File: config.mk
export PLATFORM = sky130hd
export DESIGN_NAME = fsmb_mailbox_block
export DESIGN_NICKNAME = d
export VERILOG_FILES = /design/src/design/fsmb_pkg.sv /design/src/design/fsmb_fifo.sv /design/src/design/fsmb_mailbox_block.sv
export SDC_FILE = /design/constraint.sdc
export NUM_CORES = 1
export LEC_CHECK = 0
export BUFFER_PORTS_ARGS = -buffer_cell sky130_fd_sc_hd__buf_2
export CAP_MARGIN = 5
export CORE_MARGIN = 8
export CORE_UTILIZATION = 35
export CTS_CLUSTER_DIAMETER = 200
export DETAILED_ROUTE_END_ITERATION = 8
export PLACE_DENSITY_LB_ADDON = 0.12
export SKIP_CTS_REPAIR_TIMING = 1
export SYNTH_ARGS = -nofsm -noshare
export SYNTH_HDL_FRONTEND = slang
export SYNTH_HIERARCHICAL = 1
export SYNTH_SLANG_ARGS = --single-unit
export TNS_END_PERCENT = 20
File: constraint.sdc
create_clock -name mclk -period 3.99 [get_ports mclk]
set_input_delay 0.399 -clock mclk [delete_from_list [all_inputs] [get_ports mclk]]
set_output_delay 0.399 -clock mclk [all_outputs]
set_load 0.05 [all_outputs]
File: src/design/fsmb_pkg.sv
package fsmb_pkg;

  localparam int ADDR_W = 8;
  localparam int DATA_W = 32;
  localparam int BYTE_W = 8;
  localparam int ENTRY_W = 9;
  localparam int MARK_BIT = 8;
  localparam int FIFO_DEPTH = 8;
  localparam int WORD_BYTES = 4;

  // register byte addresses
  localparam logic [ADDR_W-1:0] ADR_CONTROL = 8'h00;
  localparam logic [ADDR_W-1:0] ADR_STATUS = 8'h04;
  localparam logic [ADDR_W-1:0] ADR_INT_ENABLE = 8'h08;
  localparam logic [ADDR_W-1:0] ADR_DATA_BYTE = 8'h10;
  localparam logic [ADDR_W-1:0] ADR_DATA_WORD = 8'h14;
  localparam logic [ADDR_W-1:0] ADR_FRAME_BYTE = 8'h18;
  localparam logic [ADDR_W-1:0] ADR_FRAME_WORD = 8'h1C;
  localparam logic [ADDR_W-1:0] ADR_SOFT_RESET = 8'h20;
  localparam logic [ADDR_W-1:0] ADR_CMD_MATCH = 8'h24;

  // control fields
  localparam int CTL_ENABLE = 0;
  localparam int CTL_LOOPBACK = 1;
  localparam int SOFT_RESET_BIT = 15;
  localparam logic SOFT_RESET_RST = 1'b1;

  // status / interrupt enable fields (same positions in both)
  localparam int ST_TX_OK = 0;
  localparam int ST_RX_OK = 1;
  localparam int ST_TX_OVF = 2;
  localparam int ST_RX_UNF = 3;
  localparam int ST_CMD = 4;
  localparam int ST_RX_MARK = 7;
  localparam int NUM_SRC = 5;

  // command match register fields
  localparam int CM_VAL_LSB = 0;
  localparam int CM_MASK_LSB = 8;

  // data clock and link figures
  localparam longint MCLK_HZ = 25_000_000;
  localparam longint DATA_CLK_HZ = 50_000_000;
  localparam longint LINK_BYTES_PER_S = 50_000_000;
  // free entries needed before telling the peer it may send
  localparam int RX_READY_MARGIN = 3;

endpackage

File: src/design/fsmb_fifo.sv
`timescale 1ns/1ps
module fsmb_fifo #(
  parameter int WIDTH = 9,
  parameter int DEPTH = 8,
  parameter int PUSH_MAX = 4
) (
  // clock and reset
  input wire logic clk,
  input wire logic rst,
  // fill side: push_cnt entries, lowest lane first; caller keeps it within free space
  input wire logic [$clog2(PUSH_MAX+1)-1:0] push_cnt,
  input wire logic [PUSH_MAX*WIDTH-1:0] push_data,
  // drain side
  input wire logic pop,
  output logic [WIDTH-1:0] head,
  output logic [$clog2(DEPTH+1)-1:0] count,
  output logic full,
  output logic empty
);
  localparam int AW = $clog2(DEPTH);
  localparam int CW = $clog2(DEPTH+1);
  localparam int PW = $clog2(PUSH_MAX+1);

  if (DEPTH != (1 << AW) || PUSH_MAX > DEPTH || PUSH_MAX < 1) begin : g_bad
    $error("fsmb_fifo: depth must be a power of two and at least push_max");
  end

  logic [WIDTH-1:0] mem [DEPTH];
  logic [AW-1:0] wp_q;
  logic [AW-1:0] rp_q;
  logic [CW-1:0] cnt_q;
  logic pop_ok;

  assign pop_ok = pop && (cnt_q != '0);
  assign head = mem[rp_q];
  assign count = cnt_q;
  assign full = (cnt_q == CW'(DEPTH));
  assign empty = (cnt_q == '0);

  always_ff @(posedge clk) begin
    for (int i = 0; i < PUSH_MAX; i++) begin
      if (PW'(i) < push_cnt) begin
        mem[AW'(wp_q + AW'(i))] <= push_data[i*WIDTH +: WIDTH];
      end
    end
  end

  always_ff @(posedge clk) begin
    if (rst) begin
      wp_q <= '0;
      rp_q <= '0;
      cnt_q <= '0;
    end else begin
      wp_q <= AW'(wp_q + AW'(push_cnt));
      rp_q <= AW'(rp_q + AW'(pop_ok));
      cnt_q <= CW'(cnt_q + CW'(push_cnt) - CW'(pop_ok));
    end
  end

endmodule

File: src/design/fsmb_mailbox_block.sv
`timescale 1ns/1ps
// Contract
// - register port plus two eight-entry byte FIFOs
// - written bytes reach peer; received bytes raise interrupt
// - frame-start writes set ninth marker bit
// - plain data writes clear marker bit
// - status bit 7 shows receive head marker
// - marker lets receiver spot broken sequences
// - word write pushes four bytes at once, or only as many as fit in the transmit FIFO
// - command interrupt on programmable marked-byte match
// - single interrupt gated by enable bits
// - receive and transmit DMA ready outputs
// - DMA moves bytes without other masters
// - sender never overruns peer receive FIFO
// - registers and control run on bus clock
// - data clock domain crossed safely
// - link rate one byte per sampled data clock rise, below the nominal 50 megabytes per second
// - reset to zero except soft reset bit, held until enabled
// - soft reset bit 15 holds block reset
// - data registers at 0x10 to 0x1C
module fsmb_mailbox_block #(
  parameter int DEPTH = fsmb_pkg::FIFO_DEPTH
) (
  // clock and reset
  input wire logic mclk,
  input wire logic rst,
  // register port
  input wire logic [fsmb_pkg::ADDR_W-1:0] addr,
  input wire logic [fsmb_pkg::DATA_W-1:0] wdata,
  input wire logic wr,
  input wire logic rd,
  output logic [fsmb_pkg::DATA_W-1:0] rdata,
  // link to the peer mailbox
  input wire logic data_clk,
  input wire logic [fsmb_pkg::ENTRY_W-1:0] link_rx_data,
  input wire logic link_rx_valid,
  input wire logic peer_rx_ready,
  output logic [fsmb_pkg::ENTRY_W-1:0] link_tx_data,
  output logic link_tx_valid,
  output logic link_rx_ready,
  // interrupt and dma flow control
  output logic mailbox_irq_out,
  output logic rx_dma_request,
  output logic tx_dma_request
);
  import fsmb_pkg::*;

  localparam int CW = $clog2(DEPTH+1);
  localparam int PW = $clog2(WORD_BYTES+1);
  localparam int SYNC_W = ENTRY_W + 3;

  if (DEPTH < RX_READY_MARGIN + 1 || DEPTH < WORD_BYTES) begin : g_bad
    $error("fsmb_mailbox_block: depth too small for word push and link margin");
  end

  // control registers
  logic soft_rst_q;
  logic ctl_en_q;
  logic ctl_loop_q;
  logic [NUM_SRC-1:0] int_en_q;
  logic [2*BYTE_W-1:0] cmd_match_q;
  logic tx_ovf_q;
  logic rx_unf_q;
  logic cmd_hit_q;
  logic irq_q;
  logic [DATA_W-1:0] rdata_q;
  logic blk_rst;
  logic fifo_rst;

  assign blk_rst = rst || soft_rst_q;
  assign fifo_rst = blk_rst || !ctl_en_q;

  // fifo wiring
  logic [PW-1:0] tx_push_cnt;
  logic [WORD_BYTES*ENTRY_W-1:0] tx_push_data;
  logic tx_pop;
  logic [ENTRY_W-1:0] tx_head;
  logic [CW-1:0] tx_count;
  logic tx_full;
  logic tx_empty;
  logic [PW-1:0] rx_push_cnt;
  logic [WORD_BYTES*ENTRY_W-1:0] rx_push_data;
  logic rx_pop;
  logic [ENTRY_W-1:0] rx_head;
  logic [CW-1:0] rx_count;
  logic rx_full;
  logic rx_empty;

  fsmb_fifo #(.WIDTH(ENTRY_W), .DEPTH(DEPTH), .PUSH_MAX(WORD_BYTES)) u_tx_fifo (
    .clk(mclk),
    .rst(fifo_rst),
    .push_cnt(tx_push_cnt),
    .push_data(tx_push_data),
    .pop(tx_pop),
    .head(tx_head),
    .count(tx_count),
    .full(tx_full),
    .empty(tx_empty)
  );

  fsmb_fifo #(.WIDTH(ENTRY_W), .DEPTH(DEPTH), .PUSH_MAX(WORD_BYTES)) u_rx_fifo (
    .clk(mclk),
    .rst(fifo_rst),
    .push_cnt(rx_push_cnt),
    .push_data(rx_push_data),
    .pop(rx_pop),
    .head(rx_head),
    .count(rx_count),
    .full(rx_full),
    .empty(rx_empty)
  );

  // bus decode
  logic wr_byte;
  logic wr_word;
  logic wr_mark;
  logic rd_data;
  logic [CW-1:0] tx_free;
  logic tx_drop;

  assign wr_byte = wr && ctl_en_q && (addr == ADR_DATA_BYTE || addr == ADR_FRAME_BYTE);
  assign wr_word = wr && ctl_en_q && (addr == ADR_DATA_WORD || addr == ADR_FRAME_WORD);
  assign wr_mark = (addr == ADR_FRAME_BYTE || addr == ADR_FRAME_WORD);
  assign rd_data = rd && ctl_en_q && (addr == ADR_DATA_BYTE || addr == ADR_DATA_WORD ||
                                      addr == ADR_FRAME_BYTE || addr == ADR_FRAME_WORD);
  assign tx_free = CW'(DEPTH) - tx_count;

  // bytes that do not fit are dropped, lowest lanes keep their place
  always_comb begin
    tx_push_cnt = '0;
    tx_drop = 1'b0;
    for (int i = 0; i < WORD_BYTES; i++) begin
      tx_push_data[i*ENTRY_W +: ENTRY_W] = {wr_mark, wdata[i*BYTE_W +: BYTE_W]};
    end
    if (wr_byte) begin
      tx_push_cnt = tx_full ? '0 : PW'(1);
      tx_drop = tx_full;
    end else if (wr_word) begin
      if (tx_free >= CW'(WORD_BYTES)) begin
        tx_push_cnt = PW'(WORD_BYTES);
      end else begin
        tx_push_cnt = PW'(tx_free);
        tx_drop = 1'b1;
      end
    end
  end

  // link pin synchroniser: stage 2 and 3 must agree before a change counts
  logic [SYNC_W-1:0] sync1_q;
  logic [SYNC_W-1:0] sync2_q;
  logic [SYNC_W-1:0] sync3_q;
  logic [SYNC_W-1:0] filt_q;
  logic [SYNC_W-1:0] filt_d;
  logic lclk_f;
  logic lclk_rise;
  logic lclk_fall;
  logic [ENTRY_W-1:0] rxd_f;
  logic rxv_f;
  logic peer_rdy_f;

  always_ff @(posedge mclk) begin
    if (rst) begin
      sync1_q <= '0;
      sync2_q <= '0;
      sync3_q <= '0;
    end else begin
      sync1_q <= {data_clk, peer_rx_ready, link_rx_valid, link_rx_data};
      sync2_q <= sync1_q;
      sync3_q <= sync2_q;
    end
  end

  always_comb begin
    for (int i = 0; i < SYNC_W; i++) begin
      filt_d[i] = (sync2_q[i] == sync3_q[i]) ? sync3_q[i] : filt_q[i];
    end
  end

  always_ff @(posedge mclk) begin
    if (rst) begin
      filt_q <= '0;
    end else begin
      filt_q <= filt_d;
    end
  end

  assign lclk_f = filt_q[SYNC_W-1];
  assign lclk_rise = filt_d[SYNC_W-1] && !lclk_f;
  assign lclk_fall = !filt_d[SYNC_W-1] && lclk_f;
  assign peer_rdy_f = filt_q[ENTRY_W+1];
  assign rxv_f = filt_q[ENTRY_W];
  assign rxd_f = filt_q[ENTRY_W-1:0];

  // transfer engine: sends on the data clock rising edge, peer samples on the next rise
  logic link_on;
  logic send_now;
  logic loop_move;
  logic link_take;
  logic [ENTRY_W-1:0] link_tx_data_q;
  logic link_tx_valid_q;
  logic link_rx_ready_q;

  assign link_on = ctl_en_q && !ctl_loop_q;
  // at most one byte per sampled data clock period, well below the nominal link rate
  assign send_now = lclk_rise && link_on && !tx_empty && peer_rdy_f;
  assign loop_move = ctl_en_q && ctl_loop_q && !tx_empty && !rx_full;
  assign link_take = lclk_fall && link_on && rxv_f && !rx_full;
  assign tx_pop = send_now || loop_move;
  assign rx_pop = rd_data;
  assign rx_push_cnt = (loop_move || link_take) ? PW'(1) : '0;

  always_comb begin
    rx_push_data = '0;
    rx_push_data[ENTRY_W-1:0] = ctl_loop_q ? tx_head : rxd_f;
  end

  always_ff @(posedge mclk) begin
    if (fifo_rst) begin
      link_tx_data_q <= '0;
      link_tx_valid_q <= 1'b0;
    end else if (lclk_rise) begin
      link_tx_data_q <= send_now ? tx_head : link_tx_data_q;
      link_tx_valid_q <= send_now;
    end
  end

  // margin covers the synchroniser and one data clock period of lag at the peer
  always_ff @(posedge mclk) begin
    if (fifo_rst) begin
      link_rx_ready_q <= 1'b0;
    end else begin
      link_rx_ready_q <= link_on && (rx_count <= CW'(DEPTH - RX_READY_MARGIN));
    end
  end

  assign link_tx_data = link_tx_data_q;
  assign link_tx_valid = link_tx_valid_q;
  assign link_rx_ready = link_rx_ready_q;

  // command match on marked bytes entering the receive fifo
  logic cmd_match_now;
  assign cmd_match_now = (rx_push_cnt != '0) && rx_push_data[MARK_BIT] &&
    (((rx_push_data[BYTE_W-1:0] ^ cmd_match_q[CM_VAL_LSB +: BYTE_W]) &
      cmd_match_q[CM_MASK_LSB +: BYTE_W]) == '0);

  // control registers
  always_ff @(posedge mclk) begin
    if (rst) begin
      soft_rst_q <= SOFT_RESET_RST;
    end else if (wr && addr == ADR_SOFT_RESET) begin
      soft_rst_q <= wdata[SOFT_RESET_BIT];
    end
  end

  always_ff @(posedge mclk) begin
    if (blk_rst) begin
      ctl_en_q <= 1'b0;
      ctl_loop_q <= 1'b0;
      int_en_q <= '0;
      cmd_match_q <= '0;
    end else if (wr) begin
      if (addr == ADR_CONTROL) begin
        ctl_en_q <= wdata[CTL_ENABLE];
        ctl_loop_q <= wdata[CTL_LOOPBACK];
      end
      if (addr == ADR_INT_ENABLE) begin
        int_en_q <= wdata[NUM_SRC-1:0];
      end
      if (addr == ADR_CMD_MATCH) begin
        cmd_match_q <= wdata[2*BYTE_W-1:0];
      end
    end
  end

  // sticky flags: write one to clear, a new event in the same cycle wins
  logic st_clr;
  assign st_clr = wr && addr == ADR_STATUS;

  always_ff @(posedge mclk) begin
    if (fifo_rst) begin
      tx_ovf_q <= 1'b0;
      rx_unf_q <= 1'b0;
      cmd_hit_q <= 1'b0;
    end else begin
      tx_ovf_q <= tx_drop || (tx_ovf_q && !(st_clr && wdata[ST_TX_OVF]));
      rx_unf_q <= (rd_data && rx_empty) || (rx_unf_q && !(st_clr && wdata[ST_RX_UNF]));
      cmd_hit_q <= cmd_match_now || (cmd_hit_q && !(st_clr && wdata[ST_CMD]));
    end
  end

  // status and interrupt
  logic [NUM_SRC-1:0] src;
  logic [DATA_W-1:0] status_w;
  logic irq_d;

  assign irq_d = |(src & int_en_q);

  always_comb begin
    src = '0;
    src[ST_TX_OK] = ctl_en_q && !tx_full;
    src[ST_RX_OK] = ctl_en_q && !rx_empty;
    src[ST_TX_OVF] = tx_ovf_q;
    src[ST_RX_UNF] = rx_unf_q;
    src[ST_CMD] = cmd_hit_q;
    status_w = '0;
    status_w[NUM_SRC-1:0] = src;
    status_w[ST_RX_MARK] = !rx_empty && rx_head[MARK_BIT];
  end

  always_ff @(posedge mclk) begin
    if (blk_rst) begin
      irq_q <= 1'b0;
    end else begin
      irq_q <= irq_d;
    end
  end

  assign mailbox_irq_out = irq_q;
  assign rx_dma_request = src[ST_RX_OK];
  assign tx_dma_request = src[ST_TX_OK];

  // read port: data one cycle after the strobe, unmapped reads return zero
  always_ff @(posedge mclk) begin
    if (rst) begin
      rdata_q <= '0;
    end else if (rd) begin
      case (addr)
        ADR_CONTROL: rdata_q <= DATA_W'({ctl_loop_q, ctl_en_q});
        ADR_STATUS: rdata_q <= status_w;
        ADR_INT_ENABLE: rdata_q <= DATA_W'(int_en_q);
        ADR_SOFT_RESET: rdata_q <= DATA_W'({soft_rst_q, {SOFT_RESET_BIT{1'b0}}});
        ADR_CMD_MATCH: rdata_q <= DATA_W'(cmd_match_q);
        ADR_DATA_BYTE, ADR_DATA_WORD, ADR_FRAME_BYTE, ADR_FRAME_WORD: begin
          rdata_q <= (ctl_en_q && !rx_empty) ? DATA_W'(rx_head) : '0;
        end
        default: rdata_q <= '0;
      endcase
    end
  end

  assign rdata = rdata_q;
endmodule

Word-level counts from Yosys, hierarchy flattened
Memories as Yosys holds them, arrays and structs flattened. A register that Yosys moved wholly into a read port is not among the register bits.
Index checks and enable logic that the tools add are counted.
- register bits: 139
- RAM bits: 144
- input port bits: 56
- output and inout bits: 46
- word-level logic and storage cells: 199
- memories: 2
- memories (name ; words ; bits a word ; read ports ; clocked after memory_dff ; write ports ; line ; RTL):
    u_rx_fifo.mem ; 8 ; 9 ; 1 ; 1 ; 1 ; fsmb_fifo.sv:28 ; logic [WIDTH-1:0] mem [DEPTH];
    u_tx_fifo.mem ; 8 ; 9 ; 1 ; 1 ; 4 ; fsmb_fifo.sv:28 ;
- add/sub/neg operators: 15
- $lt $le $gt $ge: 10
- eq/ne operators: 22
- mux-type cells: 39
- bitwise gates (word level): 3
- reductions and logical operators: 74
- operators by type and width (kind ; count):
    $pmux 16 s6 ; 1
    $mux 9 ; 5
    $logic_and 1x1->1 ; 34
    $eq 8x5->1 const B ; 4
    $reduce_or 9->1 ; 3
    $mux 1 ; 25
    $mux 3 ; 8
    $eq 8x6->1 const B ; 2
    $logic_not 8->1 ; 2
    $logic_or 1x1->1 ; 13
    $add 3x2->3 const B ; 4
    $eq 1x1->1 ; 12
    $logic_not 1->1 ; 11
    $add 3x1->3 ; 3
    $and 8x8->8 ; 1
    $eq 4x4->1 const B ; 2
    $eq 8x3->1 const B ; 1
    $eq 8x4->1 const B ; 1
    $logic_not 4->1 ; 2
    $reduce_and 2->1 ; 4
    $reduce_bool 4->1 ; 2
    $sub 4x1->4 ; 2
    $xor 8x8->8 ; 1
    $add 3x1->3 const B ; 2
    14 further kinds ; 18

Longest topological paths before layout
- depth in word-level cells: 16
- mapped depth: 14
- gate-level depth less buffers: 13

Modules after synthesis
The synthesis kept the hierarchy.
- modules (own cells, without submodules) (module ; times used ; cells an instance ; area each (um^2) ; sequential area each (um^2)):
    fsmb_fifo (u_tx_fifo) ; 1 ; 518 ; 5650.4 ; 2362.3
    fsmb_fifo (u_rx_fifo) ; 1 ; 526 ; 5562.8 ; 2362.3
    fsmb_mailbox_block ; 1 ; 475 ; 4301.6 ; 2062.0

Worst setup path before layout
No wires, ideal clock.
- path type: reg2reg
- start: register ctl_loop_q
- end: memory u_rx_fifo.mem[2][0] (enable)
- library setup time: 0.409 ns
- data arrival time: 2.898 ns
- data required time: 3.581 ns
- setup slack: 0.682 ns
- cell stages (with the launch flop): 7
- clock period less this slack: 3.308 ns
- cells stage by stage: dfxtp_1 buf_2 or4_1 a21oi_1 nor3_1 nand2b_1 o311ai_0
- longest elaborated chain between the ends: 14
- elaborated cells between the ends (all ways): 31
- those cells by class: order compare: 4; mux: 15; reduce/logical: 12
- ends and longest elaborated chain (what ; line ; RTL):
    start, declared ; fsmb_mailbox_block.sv:59 ; logic ctl_loop_q;
    start signal, assigned ; fsmb_mailbox_block.sv:264 ; ctl_loop_q <= wdata[CTL_LOOPBACK];
    $logic_not 1->1 ; fsmb_mailbox_block.sv:203 ; assign link_on = ctl_en_q && !ctl_loop_q;
    $logic_and 1x1->1 ; fsmb_mailbox_block.sv:203 ;
    $logic_and 1x1->1 (3 in series) ; fsmb_mailbox_block.sv:207 ; assign link_take = lclk_fall && link_on && rxv_f && !rx_full;
    $logic_or 1x1->1 * ; fsmb_mailbox_block.sv:210 ; assign rx_push_cnt = (loop_move || link_take) ? PW'(1) : '0;
    $mux 1 * ; fsmb_mailbox_block.sv:210 ;
    net rx_push_cnt[0] ; fsmb_mailbox_block.sv:81 ; logic [PW-1:0] rx_push_cnt;
    $lt 1x1->1 ; fsmb_fifo.sv:42 ; if (PW'(i) < push_cnt) begin
    $mux 1 ; fsmb_fifo.sv:42 ;
    $mux 1 (implied by the code) ; fsmb_fifo.sv:43 ; mem[AW'(wp_q + AW'(i))] <= push_data[i*WIDTH +: WIDTH];
    $reduce_or 9->1 (no line) ; - ;
    $mux 3 (no line) or $mux 1 (tied branches) (3 in series) ; - ;
    end, declared ; fsmb_fifo.sv:28 ;
The timed path passes the listed nets; every way through them passes the cells marked *.

==> impl_metrics.tcl <==
set metrics [dict create \
    outcome "finished, violations left" \
    violations "max-slew violations" \
    worst_path_largest_cell_delay_ps 560 \
    synth_xor_area_frac 0.0180 \
    avgRoutedWirePerCell_um 23.8 \
    viasPerCell 5.60 \
    synthFlopType "edfxtp_1" \
    final-hold-violation-count 0 \
    drcViolationCount 0 \
    track_usage 0.198 \
    fin_crit_ps 3470 \
    hp-class "in -> reg" \
    yosysWarningCount 6 \
    r2r_slack_ps 520 \
    crit_end "u_tx_fifo/mem[1][2]" \
    cts.sinks 267 \
    worst_skew_pair.late_latency_ps 590 \
    synth_cells 1519 \
    ys_types 83 \
    hold-worst-slack_ps 25.9 \
    cts.path.max_buffers 3 \
    path_buf_inv 0 \
    power.density_nw_per_um2 351 \
    synth-compound-area-share 0.160 \
    io_buffer_count 85 \
    first_iter_violations 1046 \
    slew_viol_final 44 \
    die_y_um 227 \
    grt_overflow 0 \
    dr.pass1.iters 6 \
    hp-start "peer_rx_ready" \
    htree_levels 1 \
    netlist.area_leader.share 0.279 \
    grt_antenna_before_repair 0 \
    startpoint_type "flop" \
    cts-root-buf "clkbuf_16" \
    fp.dieW_um 227 \
    cap_violations 0 \
    synth_most_common_cell "a21oi_1" \
    finish.utilization 0.394 \
    cp.required_ps 4230 \
    worstPathArrival_ps 3700 \
    wirelength_um 52100 \
    synthMuxAreaShare 0.167 \
    clk_pin_slew_worst_paths_ps 60 \
    cts_tree "done" \
    avgSynthCellArea_sq_um 10.2 \
    cpMaxStageDelayCell "and3_1" \
    crit_chain "or3_1, a41oi_1, and3_1, a21o_1, nand4_2, and2_4, nand2_1" \
    place_congestion 0.897 \
    fin_tns_setup_ps 0 \
    rr_startpoint "u_tx_fifo/count[0]" \
    syn-cell-area_sq_um 15500 \
    start_util 0.352 \
    grt_pass1_vias 12100 \
    synth-adder-area-share 0.0250 \
    async_reset_ff_frac 0 \
    finalCritPeriodShare 0.869 \
    core.rowCount 77 \
    grt_pass1_wl_um 77400 \
    tightest_slew_ps 2170 \
    ys_ff_latch 267 \
    ys_seq_area_frac 0.437 \
    synthTopCellsByArea "edfxtp_1, dfxtp_1, mux2i_1" \
    vias 12200 \
    grt_max_degree 65 \
    dpl.hpwl_um 37400 \
    critPathTopFamily "simple AND/OR/NAND/NOR gates" \
    critPathCaptureType "flop" \
    cp_max_fo 11 \
    crit_start "u_tx_fifo/count[0]" \
    setup_violations 0 \
    peakVddDrop_uv 240 \
    total_leakage_power_nw 6.55 \
    drive_above_1_share 0.177 \
    slew_headroom -0.455 \
    numCtsBuffers 31 \
    r2r_cells 7 \
    synthSimpleGateAreaFrac 0.126 \
    synthTopCellsByCount "a21oi_1, edfxtp_1, o22ai_1" \
    final_nets 1654 \
    io_pins 102 \
    grt_setup_unrepaired "false" \
    diodes 0 \
    coreArea_sq_um 44000 \
    synth-edff-count 144 \
    synthToLayoutAreaGrowth_pct 11.9 \
    ant_nets 0 \
    synth_largest_area_cell "edfxtp_1" \
    dieArea_sq_um 51300 \
    worstReg2RegEnd "u_tx_fifo/mem[1][2]" \
    synth_top_family_by_area "multiplexers" \
    setup.worst_path.class "reg -> reg" \
    clock_skew_ps 27.9 \
    fmaxAchievable_ghz 0.289 \
    cp.depth 7 \
]
==> where the power goes <==
group          internal [mW]  switching [mW]  leakage [nW]
Clock                   1.62            1.19         0.506
Combinational          0.102           0.257          3.67
Sequential              2.93          0.0112          2.37
==> through the flow <==
stage | cells | instance area (sq um) | setup WS, ps | total power, mW
final | 2187 | 17400 | 524 | 6.10
after CTS | 2186 | 17400 | 568 | 6.16
after global placement | 2129 | 16400 | 435 | 3.33
after floorplan | 1587 | 15800 | 682 | 3.24
after global routing | 2187 | 17400 | 314 | 6.31
after detailed placement | 2129 | 16400 | 318 | 3.33
==> layout by cell type, fill, tap and decap left out, drive strengths merged, types with 38 or more instances in the layout <==
cell / n
a21oi: 173
edfxtp: 144
o22ai: 142
mux2i: 138
dfxtp: 123
buf: 122
nand2: 111
conb: 69
nor2b: 65
nor2: 63
clkbuf: 44
inv: 38
==> registers in the layout (all words and copies together), names as in the netlist, 3 cells and up <==
signal and count:
u_tx_fifo/count 4, u_tx_fifo/rp_q 3, int_en_q 5, u_tx_fifo/wp_q 3, u_rx_fifo/rp_q 3, cmd_match_q 16
filt_q 12, u_rx_fifo/count 4, sync2_q 12, sync3_q 12, u_rx_fifo/mem 72, sync1_q 12
link_tx_data 9, u_rx_fifo/wp_q 3, u_tx_fifo/mem 72, rdata 16
==> cell type report <==
class	instances	area [sq um]
fillers	4366	26700
inverters	37	139
repair buffers	123	711
clock inverters	14	123
multi-input cells	1111	7980
well taps	592	741
clock buffers	43	883
flip-flops and latches	267	6790
==> worst min-delay path by stage <==
stage | to | slack, ps | cells past startpoint
3_3_place_gp | sync2_q[8] | 420 | 1
4_1_cts | sync1_q[10] | 0.6 | 2
3_5_place_dp | sync2_q[2] | 420 | 1
6_report | sync1_q[10] | 30 | 2
2_1_floorplan | sync2_q[0] | 410 | 1
5_1_grt | sync1_q[2] | 30 | 2
==> layer usage <==
metal,vias to the layer above,routed length [um],global-route usage
li1,5655,-,-
met1,5951,22600,0.264
met2,531,24100,0.322
met3,110,3660,0.0370
met4,0,1660,0.0675
met5,-,0,0
==> cell families (layout without fill, tap and decap cells) <==
kind of cell	count (synthesis)	count (layout)
multiplexers	209	209
flip-flops	267	267
buffers and inverters	209	217
XOR/XNOR	25	25
other	1	69
AND/OR/NAND/NOR	364	364
adder cells (fa/ha/maj)	29	29
AO/OA/AOI/OAI	415	415
Note: power is estimated with default switching activity, not from simulation.
